### config.mk
export PLATFORM = sky130hd
export DESIGN_NAME = reader_tx_rx_timing
export DESIGN_NICKNAME = d
export VERILOG_FILES = /design/src/rtt_pkg.sv /design/src/reader_tx_rx_timing.sv /design/src/step_timer.sv /design/src/pulse_shaper.sv
export SDC_FILE = /design/constraint.sdc
export NUM_CORES = 1
export LEC_CHECK = 0
export ABC_AREA = 1
export BUFFER_PORTS_ARGS = -buffer_cell sky130_fd_sc_hd__buf_4
export CORE_ASPECT_RATIO = 0.6
export CORE_MARGIN = 3
export CORE_UTILIZATION = 52
export DETAILED_ROUTE_END_ITERATION = 7
export GPL_TIMING_DRIVEN = 0
export PLACE_DENSITY = 0.67
export SLEW_MARGIN = 20
export SYNTH_ARGS = -nofsm -noshare
export SYNTH_HDL_FRONTEND = slang
export SYNTH_HIERARCHICAL = 1
export SYNTH_SLANG_ARGS = --single-unit
### constraint.sdc
create_clock -name clk_sys -period 4.38 [get_ports clk_sys]
set_clock_uncertainty 0.2 [all_clocks]
set_input_delay 0.438 -clock clk_sys [delete_from_list [all_inputs] [get_ports clk_sys]]
set_output_delay 0.438 -clock clk_sys [all_outputs]
set_load 0.01 [all_outputs]
### src/rtt_pkg.sv
// constants shared by the reader tx/rx timing block and its helpers
// assumes a single 250 MHz system clock; times are kept in picoseconds
package rtt_pkg;

    // =====================================================
    // clock
    localparam int CLK_PERIOD_PS = 4000;

    // =====================================================
    // register indices; byte address is four times the index
    localparam logic [7:0] IDX_PROTOCOL_CTRL = 8'h01;
    localparam logic [7:0] IDX_TX_DELAY_HIGH = 8'h04;
    localparam logic [7:0] IDX_TX_DELAY_LOW = 8'h05;
    localparam logic [7:0] IDX_PULSE_LENGTH = 8'h06;
    localparam logic [7:0] IDX_NO_RESPONSE = 8'h07;
    localparam logic [7:0] IDX_IRQ_STATUS = 8'h0C;
    localparam logic [7:0] IDX_IRQ_MASK = 8'h0D;
    localparam logic [7:0] IDX_COMMAND = 8'h0E;

    // =====================================================
    // values after reset; delay and pulse ones also after chip disable and protocol write, no-response after disable
    localparam logic [7:0] RST_PROTOCOL_CTRL = 8'h00;
    localparam logic [7:0] RST_TX_DELAY_HIGH = 8'hC2;
    localparam logic [7:0] RST_TX_DELAY_LOW = 8'h00;
    localparam logic [7:0] RST_PULSE_LENGTH = 8'h00;
    localparam logic [7:0] RST_NO_RESPONSE = 8'h0E;
    localparam logic [7:0] RST_IRQ_MASK = 8'h00;

    // =====================================================
    // field positions
    localparam int HIGH_START_SEL_POS = 6;    // two start select bits
    localparam int STAT_NO_RESPONSE_POS = 0;
    localparam int STAT_DELAY_FIRED_POS = 1;
    localparam logic [7:0] CMD_FIFO_RESET = 8'h0F;

    // =====================================================
    // protocol codes in the protocol control register, low three bits
    typedef enum logic [2:0] {
        PROTO_VICINITY_LOW,
        PROTO_VICINITY_HIGH,
        PROTO_TYPE_A_106,
        PROTO_TYPE_A_212,
        PROTO_TYPE_A_424,
        PROTO_TYPE_A_848,
        PROTO_OTHER_6,
        PROTO_OTHER_7
    } protocol_t;

    // start condition of the delay timer
    typedef enum logic [1:0] {
        START_TX_SOF_BEGIN,
        START_TX_SOF_END,
        START_RX_SOF_BEGIN,
        START_RX_SOF_END
    } start_sel_t;

    // =====================================================
    // step times and derived cycle counts (least times round up)
    localparam int DELAY_STEP_PS = 590_000;
    localparam int DELAY_STEP_CYC = (DELAY_STEP_PS + CLK_PERIOD_PS - 1) / CLK_PERIOD_PS;
    localparam int PULSE_STEP_PS = 73_700;
    localparam int PULSE_STEP_CYC = (PULSE_STEP_PS + CLK_PERIOD_PS - 1) / CLK_PERIOD_PS;
    localparam int NO_RESP_STEP_PS = 37_760_000;
    localparam int NO_RESP_STEP_CYC_DEF = NO_RESP_STEP_PS / CLK_PERIOD_PS;

    // protocol presets of the modulation pulse
    localparam int PULSE_VICINITY_PS = 9_440_000;
    localparam int PULSE_A106_PS = 2_360_000;
    localparam int PULSE_A212_PS = 1_400_000;
    localparam int PULSE_A424_PS = 737_000;
    localparam int PULSE_A848_PS = 442_000;
    localparam logic [12:0] PULSE_VICINITY_CYC = 13'((PULSE_VICINITY_PS + CLK_PERIOD_PS - 1) / CLK_PERIOD_PS);
    localparam logic [12:0] PULSE_A106_CYC = 13'((PULSE_A106_PS + CLK_PERIOD_PS - 1) / CLK_PERIOD_PS);
    localparam logic [12:0] PULSE_A212_CYC = 13'((PULSE_A212_PS + CLK_PERIOD_PS - 1) / CLK_PERIOD_PS);
    localparam logic [12:0] PULSE_A424_CYC = 13'((PULSE_A424_PS + CLK_PERIOD_PS - 1) / CLK_PERIOD_PS);
    localparam logic [12:0] PULSE_A848_CYC = 13'((PULSE_A848_PS + CLK_PERIOD_PS - 1) / CLK_PERIOD_PS);

    // no-response presets in 37.76 us steps: 755 us, 1812 us, 529 us
    localparam logic [7:0] NO_RESP_VIC_HIGH = 8'h14;
    localparam logic [7:0] NO_RESP_VIC_LOW = 8'h30;
    localparam logic [7:0] NO_RESP_OTHER = 8'h0E;

endpackage

### src/reader_tx_rx_timing.sv
// reader tx/rx timing: delay timer, pulse length, no-response timer
// assumes classic wishbone master on clk_sys; frame events on same clock
// chip_enable arrives from a pin and is synchronised here
//
// Function
// - register 0x05 is delay length low byte
// - delay counts 590 ns steps, 1..16383
// - zero length disables delayed transmission
// - reset, disable, protocol write load defaults
// - zero pulse register uses protocol preset
// - nonzero pulse register gives value times 73.7 ns, except at 848 kbps
// - protocol presets modulation pulse length
// - no response sets irq status flag
// - no-response value counts 37.76 us steps
// - measure from tx EOF end to response
// - protocol presets no-response time
// - fifo reset after tx complete disables detection
// - no-response interrupt only in vicinity mode
// - register 0x04 holds high bits, start select
`timescale 1ns/1ps
module reader_tx_rx_timing
    import rtt_pkg::*;
#(
    parameter int NO_RESP_STEP_CYC = NO_RESP_STEP_CYC_DEF
)
(
    input wire logic clk_sys,
    input wire logic arst_n,
    // classic wishbone slave
    input wire logic wb_cyc_i,
    input wire logic wb_stb_i,
    input wire logic wb_we_i,
    input wire logic [7:0] wb_adr_i,
    input wire logic [3:0] wb_sel_i,
    input wire logic [31:0] wb_dat_i,
    output logic [31:0] wb_dat_o,
    output logic wb_ack_o,
    // chip enable pin, low disables the chip
    input wire logic chip_enable,
    // frame events from the framer, one-cycle pulses
    input wire logic tx_sof_begin,
    input wire logic tx_sof_end,
    input wire logic rx_sof_begin,
    input wire logic rx_sof_end,
    input wire logic tx_eof_end,
    input wire logic tx_complete,
    input wire logic tx_mod_request,
    // results
    output logic delayed_tx_start,
    output logic tx_mod_pulse,
    output logic irq
);

    // =====================================================
    // registers
    logic [7:0] protocol_ctrl;            // low bits select protocol
    logic [7:0] tx_delay_timer_high;      // start select and length top
    logic [7:0] tx_delay_timer_low;       // length low byte
    logic [7:0] tx_pulse_length_override;
    logic [7:0] no_response_wait_time;
    logic [1:0] irq_status;               // sticky, write one to clear
    logic [1:0] irq_mask;                 // one lets the bit through

    // chip enable synchroniser
    logic en_meta;
    logic en_sync;

    // detection gate for the current exchange
    logic tx_done_seen;     // a tx complete passed this exchange
    logic no_resp_off;      // fifo reset after tx complete
    logic rx_response;      // wait stop: response start, gate off or defaults load

    // bus decode
    logic bus_req;
    logic bus_wr;
    logic wr_protocol;
    logic load_defaults;

    // timers
    logic delay_start;
    logic delay_expired;
    logic no_resp_start;
    logic no_resp_expired;
    logic [12:0] pulse_cyc;
    protocol_t proto;
    start_sel_t start_sel;

    // =====================================================
    // decoding used for reads and for writes
    function automatic logic is_reg(input logic [7:0] a, input logic [7:0] i);
        is_reg = (a[7:2] == i[5:0]) && (a[1:0] == 2'b00);
    endfunction

    // preset of the no-response value for a protocol code
    function automatic logic [7:0] no_resp_preset(input protocol_t p);
        unique case (p)
            PROTO_VICINITY_HIGH: no_resp_preset = NO_RESP_VIC_HIGH;
            PROTO_VICINITY_LOW: no_resp_preset = NO_RESP_VIC_LOW;
            default: no_resp_preset = NO_RESP_OTHER;
        endcase
    endfunction

    // =====================================================
    // pin synchroniser; only the second stage is read
    always_ff @(posedge clk_sys or negedge arst_n)
    begin
        if (!arst_n)
        begin
            en_meta <= 1'b0;
            en_sync <= 1'b0;
        end
        else
        begin
            en_meta <= chip_enable;
            en_sync <= en_meta;
        end
    end

    // =====================================================
    // bus request decode
    assign bus_req = wb_cyc_i && wb_stb_i && !wb_ack_o;
    assign bus_wr = bus_req && wb_we_i && wb_sel_i[0];
    assign wr_protocol = bus_wr && is_reg(wb_adr_i, IDX_PROTOCOL_CTRL);
    assign proto = protocol_t'(protocol_ctrl[2:0]);
    assign start_sel = start_sel_t'(tx_delay_timer_high[HIGH_START_SEL_POS +: 2]);
    // chip disabled holds the defaults
    assign load_defaults = !en_sync || wr_protocol;

    // ack one cycle after the request, dropped the cycle after
    always_ff @(posedge clk_sys or negedge arst_n)
    begin
        if (!arst_n)
        begin
            wb_ack_o <= 1'b0;
        end
        else
        begin
            wb_ack_o <= bus_req;
        end
    end

    // read mux; unmapped addresses read as zero and still ack
    always_ff @(posedge clk_sys or negedge arst_n)
    begin
        if (!arst_n)
        begin
            wb_dat_o <= 32'h0000_0000;
        end
        else if (bus_req && !wb_we_i)
        begin
            wb_dat_o <= 32'h0000_0000;
            if (is_reg(wb_adr_i, IDX_PROTOCOL_CTRL))
                wb_dat_o[7:0] <= protocol_ctrl;
            else if (is_reg(wb_adr_i, IDX_TX_DELAY_HIGH))
                wb_dat_o[7:0] <= tx_delay_timer_high;
            else if (is_reg(wb_adr_i, IDX_TX_DELAY_LOW))
                wb_dat_o[7:0] <= tx_delay_timer_low;
            else if (is_reg(wb_adr_i, IDX_PULSE_LENGTH))
                wb_dat_o[7:0] <= tx_pulse_length_override;
            else if (is_reg(wb_adr_i, IDX_NO_RESPONSE))
                wb_dat_o[7:0] <= no_response_wait_time;
            else if (is_reg(wb_adr_i, IDX_IRQ_STATUS))
                wb_dat_o[1:0] <= irq_status;
            else if (is_reg(wb_adr_i, IDX_IRQ_MASK))
                wb_dat_o[1:0] <= irq_mask;
        end
    end

    // =====================================================
    // protocol selection register; kept while chip disabled
    always_ff @(posedge clk_sys or negedge arst_n)
    begin
        if (!arst_n)
        begin
            protocol_ctrl <= RST_PROTOCOL_CTRL;
        end
        else if (wr_protocol)
        begin
            protocol_ctrl <= wb_dat_i[7:0];
        end
    end

    // timing registers; defaults win over a plain write
    always_ff @(posedge clk_sys or negedge arst_n)
    begin
        if (!arst_n)
        begin
            tx_delay_timer_high <= RST_TX_DELAY_HIGH;
            tx_delay_timer_low <= RST_TX_DELAY_LOW;
            tx_pulse_length_override <= RST_PULSE_LENGTH;
            no_response_wait_time <= RST_NO_RESPONSE;
        end
        else if (load_defaults)
        begin
            tx_delay_timer_high <= RST_TX_DELAY_HIGH;
            tx_delay_timer_low <= RST_TX_DELAY_LOW;
            tx_pulse_length_override <= RST_PULSE_LENGTH;
            // a protocol write presets from the new protocol code
            if (wr_protocol && en_sync)
                no_response_wait_time <= no_resp_preset(protocol_t'(wb_dat_i[2:0]));
            else
                no_response_wait_time <= RST_NO_RESPONSE;
        end
        else if (bus_wr)
        begin
            if (is_reg(wb_adr_i, IDX_TX_DELAY_HIGH))
                tx_delay_timer_high <= wb_dat_i[7:0];
            if (is_reg(wb_adr_i, IDX_TX_DELAY_LOW))
                tx_delay_timer_low <= wb_dat_i[7:0];
            if (is_reg(wb_adr_i, IDX_PULSE_LENGTH))
                tx_pulse_length_override <= wb_dat_i[7:0];
            if (is_reg(wb_adr_i, IDX_NO_RESPONSE))
                no_response_wait_time <= wb_dat_i[7:0];
        end
    end

    // interrupt mask
    always_ff @(posedge clk_sys or negedge arst_n)
    begin
        if (!arst_n)
        begin
            irq_mask <= RST_IRQ_MASK[1:0];
        end
        else if (bus_wr && is_reg(wb_adr_i, IDX_IRQ_MASK))
        begin
            irq_mask <= wb_dat_i[1:0];
        end
    end

    // sticky status; a new event wins over the clear in one cycle
    always_ff @(posedge clk_sys or negedge arst_n)
    begin
        if (!arst_n)
        begin
            irq_status <= 2'b00;
        end
        else
        begin
            if (bus_wr && is_reg(wb_adr_i, IDX_IRQ_STATUS))
                irq_status <= irq_status & ~wb_dat_i[1:0];
            if (no_resp_expired)
                irq_status[STAT_NO_RESPONSE_POS] <= 1'b1;
            if (delay_expired)
                irq_status[STAT_DELAY_FIRED_POS] <= 1'b1;
        end
    end

    // level interrupt, registered
    always_ff @(posedge clk_sys or negedge arst_n)
    begin
        if (!arst_n)
        begin
            irq <= 1'b0;
        end
        else
        begin
            irq <= |(irq_status & irq_mask);
        end
    end

    // =====================================================
    // delayed transmission timer
    // start condition picks which frame event loads the count
    always_comb
    begin
        unique case (start_sel)
            START_TX_SOF_BEGIN: delay_start = tx_sof_begin;
            START_TX_SOF_END: delay_start = tx_sof_end;
            START_RX_SOF_BEGIN: delay_start = rx_sof_begin;
            START_RX_SOF_END: delay_start = rx_sof_end;
        endcase
    end

    // length zero never starts, so the timer is disabled
    step_timer delay_timer (
        .clk_sys(clk_sys),
        .arst_n(arst_n),
        .start(delay_start),
        .stop(load_defaults),
        .length({tx_delay_timer_high[5:0], tx_delay_timer_low}),
        .step_cyc(16'(DELAY_STEP_CYC)),
        .busy(),
        .expired(delay_expired)
    );

    // trigger of the pending transmission
    always_ff @(posedge clk_sys or negedge arst_n)
    begin
        if (!arst_n)
        begin
            delayed_tx_start <= 1'b0;
        end
        else
        begin
            delayed_tx_start <= delay_expired;
        end
    end

    // =====================================================
    // modulation pulse width
    always_comb
    begin
        // the override has no effect at 848 kbps
        if (tx_pulse_length_override != 8'h00 && proto != PROTO_TYPE_A_848)
        begin
            // override in 73.7 ns units
            pulse_cyc = 13'(tx_pulse_length_override * PULSE_STEP_CYC);
        end
        else
        begin
            unique case (proto)
                PROTO_TYPE_A_106: pulse_cyc = PULSE_A106_CYC;
                PROTO_TYPE_A_212: pulse_cyc = PULSE_A212_CYC;
                PROTO_TYPE_A_424: pulse_cyc = PULSE_A424_CYC;
                PROTO_TYPE_A_848: pulse_cyc = PULSE_A848_CYC;
                default: pulse_cyc = PULSE_VICINITY_CYC;
            endcase
        end
    end

    pulse_shaper mod_shaper (
        .clk_sys(clk_sys),
        .arst_n(arst_n),
        .fire(tx_mod_request),
        .width_cyc(pulse_cyc),
        .mod_out(tx_mod_pulse)
    );

    // =====================================================
    // exchange gate: fifo reset after tx complete turns detection off
    // until the next frame begins
    always_ff @(posedge clk_sys or negedge arst_n)
    begin
        if (!arst_n)
        begin
            tx_done_seen <= 1'b0;
            no_resp_off <= 1'b0;
        end
        else if (tx_sof_begin)
        begin
            tx_done_seen <= 1'b0;
            no_resp_off <= 1'b0;
        end
        else
        begin
            if (tx_complete)
                tx_done_seen <= 1'b1;
            if (bus_wr && is_reg(wb_adr_i, IDX_COMMAND)
                && wb_dat_i[7:0] == CMD_FIFO_RESET && tx_done_seen)
                no_resp_off <= 1'b1;
        end
    end

    // vicinity modes only
    assign no_resp_start = tx_eof_end && !no_resp_off
        && (proto == PROTO_VICINITY_LOW || proto == PROTO_VICINITY_HIGH);
    // a response start or a turned-off gate ends the wait
    assign rx_response = rx_sof_begin || no_resp_off || load_defaults;

    step_timer no_resp_timer (
        .clk_sys(clk_sys),
        .arst_n(arst_n),
        .start(no_resp_start),
        .stop(rx_response),
        .length({6'b00_0000, no_response_wait_time}),
        .step_cyc(16'(NO_RESP_STEP_CYC)),
        .busy(),
        .expired(no_resp_expired)
    );

endmodule // reader_tx_rx_timing

### src/step_timer.sv
// down counter of whole steps, each step a programmable number of clocks
// assumes start, stop and length come from logic on the same clock
`timescale 1ns/1ps
module step_timer
    import rtt_pkg::*;
(
    input wire logic clk_sys,
    input wire logic arst_n,
    input wire logic start,          // load length and run
    input wire logic stop,           // abandon the count
    input wire logic [13:0] length,  // whole steps, zero never starts
    input wire logic [15:0] step_cyc,
    output logic busy,
    output logic expired             // one-cycle pulse
);

    logic [15:0] prescale;   // clocks left in the current step
    logic [13:0] steps;      // steps left

    // =====================================================
    // counting; stop wins over a start in the same cycle
    always_ff @(posedge clk_sys or negedge arst_n)
    begin
        if (!arst_n)
        begin
            busy <= 1'b0;
            expired <= 1'b0;
            prescale <= 16'h0000;
            steps <= 14'h0000;
        end
        else
        begin
            expired <= 1'b0;
            if (stop)
            begin
                busy <= 1'b0;
            end
            else if (start && length != 14'h0000)
            begin
                busy <= 1'b1;
                steps <= length;
                prescale <= step_cyc - 16'h0001;
            end
            else if (busy)
            begin
                if (prescale != 16'h0000)
                begin
                    prescale <= prescale - 16'h0001;
                end
                else if (steps == 14'h0001)
                begin
                    // last step done
                    busy <= 1'b0;
                    expired <= 1'b1;
                end
                else
                begin
                    steps <= steps - 14'h0001;
                    prescale <= step_cyc - 16'h0001;
                end
            end
        end
    end

endmodule // step_timer

### src/pulse_shaper.sv
// holds the modulation output high for a given number of clocks
// assumes fire is a one-cycle pulse from logic on the same clock
`timescale 1ns/1ps
module pulse_shaper
    import rtt_pkg::*;
(
    input wire logic clk_sys,
    input wire logic arst_n,
    input wire logic fire,
    input wire logic [12:0] width_cyc,
    output logic mod_out
);

    logic [12:0] left;   // clocks still to hold

    // =====================================================
    // a new fire restarts the pulse at its full width
    always_ff @(posedge clk_sys or negedge arst_n)
    begin
        if (!arst_n)
        begin
            mod_out <= 1'b0;
            left <= 13'h0000;
        end
        else if (fire && width_cyc != 13'h0000)
        begin
            mod_out <= 1'b1;
            left <= width_cyc - 13'h0001;
        end
        else if (left != 13'h0000)
        begin
            left <= left - 13'h0001;
        end
        else
        begin
            mod_out <= 1'b0;
        end
    end

endmodule // pulse_shaper

==> flow_metrics.tcl, run 1 <==
set metrics [dict create \
    final_common_cell "nand2_1" \
    yosysWarnings 6 \
    power_density_nw_per_um2 374.7 \
    die_w_um 191.8 \
    hold_violations 0 \
    syn_area_um2 10770 \
    diodes 0 \
    die-area_um2 22530 \
    initialDrtViolationCount 928 \
    syn2layout_area_growth_pct 17.43 \
    yosysUniqueCellTypes 50 \
    slew_violations 0 \
    drt_pass1_iterations 8 \
    outcome "finished, final reports clean" \
    drive_above_1_share_pct 16.00 \
    wl_met1_um 15100 \
    crit_top_cell "nand2_1" \
    crit_slowest_cell "fa_1" \
    antenna_found_initial 0 \
    ant_nets 0 \
    io_buffer_count 40 \
    r2r_slack_ns 0.31 \
    power_uw 4738 \
    die_h_um 117.5 \
    p_leak_uw 0.006525 \
    seq_area_frac_synth_pct 31.90 \
    cts_tree "built" \
    fin_setup_tns_ns 0 \
    gp_congestion 0.9903 \
    grt.total_usage_pct 26.70 \
    start_util_pct 53.39 \
    coreArea_um2 20170 \
    hold_class "in2reg" \
    met2_length_um 11340 \
    synth_top_area_share_pct 30.44 \
    cts_buffer_depth 2 \
    grt_overflow_total 0 \
    period_share_pct 92.99 \
    num_vias 10160 \
    viasPerCell 4.975 \
    final_area_um2 12650 \
    tightestPinTransition_ns 0.5378 \
    reg2reg_depth 25 \
    crit_fanout 10 \
    fill_cells 1876 \
    ios 93 \
    worstSetupEndpointType "register" \
    mostFrequentLayoutCells "nand2_1 (492), nor2_1 (185), inv_1 (170), conb_1 (125), dfrtp_1 (125)" \
    routed_wirelength_um 29190 \
    htreeDepth 4 \
    maxCapViolCount 0 \
    synth.avg_cell_area_um2 6.890 \
    grt_start_max_net_pins 93 \
    drc 0 \
    top_layer "met5" \
    cts.sinks 137 \
    row_count 40 \
    r2r_start "tx_pulse_length_override[2]" \
    dpl_cell_area_um2 11910 \
    max_stage_delay_ns 0.51 \
    grt_pass1_vias 9070 \
    cts.clk_slew.worst_paths_ns 0.07 \
    hpwl_um 22060 \
    met3WireLength_um 2482 \
    setup_violations 0 \
    ys.flop_type "dfrtp_1" \
    maxClockFrequency_ghz 0.2455 \
    synth_edf_count 0 \
    synth_seq_cells 137 \
    ir_drop_mv 0.3265 \
    hold_path_end "tx_done_seen" \
    async_reset_ff_share_pct 100.0 \
    crit_arrival_ns 4.17 \
    hold_start "tx_complete" \
    reg2reg_to "mod_shaper/left[12]" \
    grt_pass1_wl_um 47580 \
    synth_top_area_cell "dfrtp_1" \
    multiInputGateArea_um2 6669 \
    cts_buffers 17 \
    synth_cells 1563 \
    relSlewSlack_pct 63.77 \
    worstPathRequired_ns 4.48 \
    whs_ns 0.02780 \
    cp-start-kind "register" \
    final_core_util_pct 62.70 \
    yosys-top-cells-area "dfrtp_1 (30%), nand2_1 (17%), nor2_1 (6.5%), inv_1 (5.9%), ha_1 (4.3%)" \
    min_path_cells 3 \
    clock_latency_ns 0.44 \
    layout_min_cycle_time_ns 4.073 \
    root_buffer "clkbuf_16" \
    seqCellArea_um2 3443 \
    drt-wirelength-per-cell_um 14.29 \
    path_class "reg2reg" \
    nets 1854 \
]
[layer usage]
layer	GRT usage [%]	vias to the layer above
met5	1.584	-
met4	4.993	2
met3	6.131	19
met2	35.01	353
met1	43.82	4616
li1	-	5169
[worst max-delay path, delay by kind of cell (launching register included)]
kind,cells,cell delay [ns]
buffers and inverters,3,0.18
AO/OA/AOI/OAI,7,0.67
flip-flops,1,0.45
adder cells (fa/ha/maj),4,1.30
AND/OR/NAND/NOR,11,1.13
[report_power, final]
part           switching, uW  total, uW  leakage [uW]  internal (uW)
clock network            618       1530      0.000285            913
registers                209       1660       0.00168           1450
logic                    976       1540       0.00456            568
[per-stage QoR]
step	setup WS, ns	cells
after floorplan	0.5684	1686
after global placement	0.09928	1999
after detailed placement	0.07966	2000
after CTS	0.05893	2035
after global routing	-0.005540	2042
final	0.3069	2042
[state kept, by name, indices dropped and copies added (netlist names), 13 cells and up]
| signal | count |
|---|---|
| mod_shaper/left | 13 |
| no_resp_timer/steps | 14 |
| delay_timer/steps | 14 |
| no_resp_timer/prescale | 16 |
| delay_timer/prescale | 16 |
[Yosys cell counts (3+ instances only)]
cell type	n
a21oi_1	36
a31oi_1	3
buf_12	4
buf_2	6
buf_4	26
buf_6	12
clkbuf_1	3
dfrtp_1	131
dfstp_2	6
fa_1	4
ha_1	37
inv_1	170
inv_2	9
inv_6	3
nand2_1	493
nand2_2	38
nand2_4	12
nand3_1	86
nand3_2	7
nand3b_1	7
nand4_1	17
nor2_1	186
nor2_2	19
nor2_4	8
nor3_1	9
nor4_1	4
o211ai_1	6
o21ai_0	88
o21ai_1	22
o21ai_2	27
or2_2	3
xnor2_1	19
xor2_1	37
[final cells by class]
cell class              count  area share, %
well taps                 273          2.701
clock buffers              18          3.473
clock inverters            14          1.365
plain buffers              51          3.572
repair buffers             51          3.305
flip-flops and latches    137          27.23
multi-input cells        1314          52.74
inverters                 184          5.620
[cells by family after synthesis]
kind of cell             after synthesis  share of synthesized area [%]
buffers and inverters                235                          10.79
XOR/XNOR                              56                          4.554
flip-flops                           137                          31.90
AND/OR/NAND/NOR                      899                          37.12
AO/OA/AOI/OAI                        193                          10.51
adder cells (fa/ha/maj)               41                          5.042
other                                  2                        0.06974
[worst max-delay path by stage]
stage	startpoint	cells after the start	slack [ns]	endpoint
final	tx_pulse_length_override[2]	25	0.31	mod_shaper/left[12]
after CTS	tx_pulse_length_override[5]	24	0.06	mod_shaper/left[12]
after detailed placement	tx_pulse_length_override[5]	22	0.08	mod_shaper/left[1]
after global routing	tx_pulse_length_override[2]	24	-0.006	mod_shaper/left[12]
after global placement	tx_pulse_length_override[5]	22	0.1	mod_shaper/left[4]
after floorplan	tx_pulse_length_override[5]	25	0.57	mod_shaper/left[6]
[repair_timing]
| item | CTS | global route |
|---|---|---|
| resized for setup | 0 | 16 |
| hold endpoints to repair | 48 | 0 |
| hold buffers | 3 | 0 |
| endpoints found under the setup margin | 0 | 14 |
| setup buffers | 0 | 7 |
(Power assumes the default switching activity.)
==> inputs of run 2 (changes only) <==
PLACE_DENSITY = 0.68   (was 0.67)
SYNTH_HIERARCHICAL = not set   (was 1)
==> flow_metrics.tcl, run 2 <==
set metrics [dict create \
    worstPathRequired_ns 4.51 \
    cts.sinks 137 \
    relSlewSlack_pct 25.16 \
    slew_violations 0 \
    htreeDepth 4 \
    final_area_um2 9967 \
    cp-start-kind "register" \
    drt-wirelength-per-cell_um 15.96 \
    ys.flop_type "dfrtp_1" \
    path_class "reg2reg" \
    outcome "finished, final reports clean" \
    p_leak_uw 0.004979 \
    die_w_um 171.9 \
    reg2reg_to "mod_shaper.left[8]" \
    antenna_found_initial 0 \
    diodes 0 \
    hold_violations 0 \
    rsz0062_at_grt "false" \
    cts_buffer_depth 2 \
    place_inst 1430 \
    setup_violations 0 \
    fin_setup_tns_ns 0 \
    power_density_nw_per_um2 423.3 \
    maxCapViolCount 0 \
    cts_tree "built" \
    r2r_slack_ns 0.42 \
    seq_area_frac_synth_pct 40.03 \
    reg2reg_depth 21 \
    yosysUniqueCellTypes 50 \
    num_vias 7959 \
    worstSetupEndpointType "register" \
    syn_area_um2 8582 \
    final_core_util_pct 63.22 \
    root_buffer "clkbuf_16" \
    die_h_um 105.5 \
    layout.cells.non_filler 1465 \
    yosys-top-cells-area "dfrtp_1 (38%), nand2_1 (11%), inv_1 (7.0%), nor2_1 (6.6%), o21ai_0 (5.5%)" \
    largest_registers "delay_timer.prescale: 16 flops, no_resp_timer.prescale: 16 flops" \
    grt_pass1_wl_um 38470 \
    synth_top_area_share_pct 38.20 \
    drt_pass1_iterations 6 \
    hold_start "tx_complete" \
    post-cts-setup-buffers 0 \
    synth_top_area_cell "dfrtp_1" \
    synth_most_common_cell "nand2_1" \
    io_buffer_count 41 \
    nets 1344 \
    layout_min_cycle_time_ns 3.964 \
    mostFrequentLayoutCells "nand2_1 (241), inv_1 (159), nor2_1 (151), dfrtp_1 (129), o21ai_0 (93)" \
    syn2layout_area_growth_pct 16.14 \
    grt_overflow_total 0 \
    coreArea_um2 15770 \
    drc 0 \
    tightestPinTransition_ns 1.094 \
    drive_above_1_share_pct 12.52 \
    crit_arrival_ns 4.10 \
    ir_drop_mv 0.2459 \
    grt_pass1_vias 7257 \
    hpwl_um 17850 \
    initialDrtViolationCount 820 \
    async_reset_ff_share_pct 100.0 \
    clock_latency_ns 0.43 \
    final_common_cell "nand2_1" \
    synth.avg_cell_area_um2 7.386 \
    cts_buffers 17 \
    ios 93 \
    viasPerCell 5.433 \
    synth_seq_cells 137 \
    dpl_cell_area_um2 9265 \
    critPathCapture "mod_shaper.left[8]" \
    crit_fanout 10 \
    row_count 35 \
    gp_congestion 0.9031 \
    maxClockFrequency_ghz 0.2523 \
    critical_path.startpoint "tx_pulse_length_override[6]" \
    yosysWarnings 0 \
    synth_edf_count 0 \
    period_share_pct 90.50 \
    die-area_um2 18130 \
    hold_class "in2reg" \
    start_util_pct 54.44 \
    r2r_start "tx_pulse_length_override[6]" \
    synth_cells 1162 \
    grt.total_usage_pct 27.15 \
    ys_top_cells_by_count "nand2_1 (242), inv_1 (159), nor2_1 (152)" \
    routed_wirelength_um 23390 \
    cts.clk_slew.worst_paths_ns 0.07 \
    grt_start_max_net_pins 75 \
    ant_nets 0 \
]
-- run 2: worst min-delay path by stage --
stage                             to  slack, ns  cells past startpoint
floorplan           delay_timer.busy      -0.06                      0
global placement             en_sync       0.13                      0
detailed placement           en_sync       0.14                      0
CTS                     tx_done_seen       0.03                      3
global route        protocol_ctrl[3]       0.04                      3
finish                  tx_done_seen       0.03                      3
-- run 2: per-stage QoR --
step,power [uW],worst slack (ns),hold slack (ns)
final,4219,0.4161,0.02981
after CTS,4215,0.2475,0.02525
after global placement,2558,0.2927,0.1336
after detailed placement,2584,0.2736,0.1355
after global routing,4464,0.02656,0.04147
after floorplan,2290,0.7841,-0.05759
-- run 2: where the power goes --
part / switching (uW) / leakage, uW / internal [uW]
sequential: 146 / 0.00170 / 1430
clock: 618 / 0.000320 / 1000
combinational: 661 / 0.00296 / 358
total: 1430 / 0.00498 / 2790
-- run 2: kinds of logic (layout without fill, tap and decap cells) --
group / count (synthesis) / count (layout) / synth area share, %
adder cells (fa/ha/maj): 38 / 38 / 5.890
flip-flops: 137 / 137 / 40.03
buffers and inverters: 212 / 289 / 10.57
AND/OR/NAND/NOR: 550 / 550 / 28.25
XOR/XNOR: 17 / 17 / 1.735
AO/OA/AOI/OAI: 207 / 207 / 13.47
other: 1 / 24 / 0.04370
-- run 2: layout make-up --
class / count / area, um2
plain buffers: 43 / 270.3
clock buffers: 19 / 452.9
clock inverters: 13 / 205.2
fillers: 1402 / 5798
inverters: 169 / 636.9
multi-input cells: 836 / 4337
flip-flops and latches: 137 / 3438
well taps: 203 / 254.0
repair buffers: 45 / 372.9
-- run 2: what timing repair did --
action / in CTS / in global routing
gates resized for setup: 0 / 7
setup endpoints to repair: 0 / 5
hold buffers: 3 / 0
hold endpoints to repair: 73 / 0
-- run 2: per-layer routing --
layer	global-route usage [%]	up-vias	wire (um)
met5	0	-	0
met4	4.556	0	180
li1	-	3928	-
met3	8.396	21	2755
met2	32.88	351	8228
met1	46.16	3659	12220
-- run 2: worst max-delay path, stage by stage (launching register included) --
cell,delay [ns]
dfrtp_2,0.46
ha_1,0.31
fa_1,0.46
ha_2,0.38
nand2_1,0.13
nor2_1,0.11
nand3_1,0.12
nand2_1,0.09
nand2_1,0.05
nand3_1,0.11
nand4_1,0.10
nor2_1,0.14
nand3_2,0.13
buf_4,0.20
nand3b_1,0.09
nand2_1,0.08
ha_1,0.22
nand2_2,0.14
nor2_2,0.08
nand2_1,0.08
nand2_1,0.06
a21oi_1,0.14
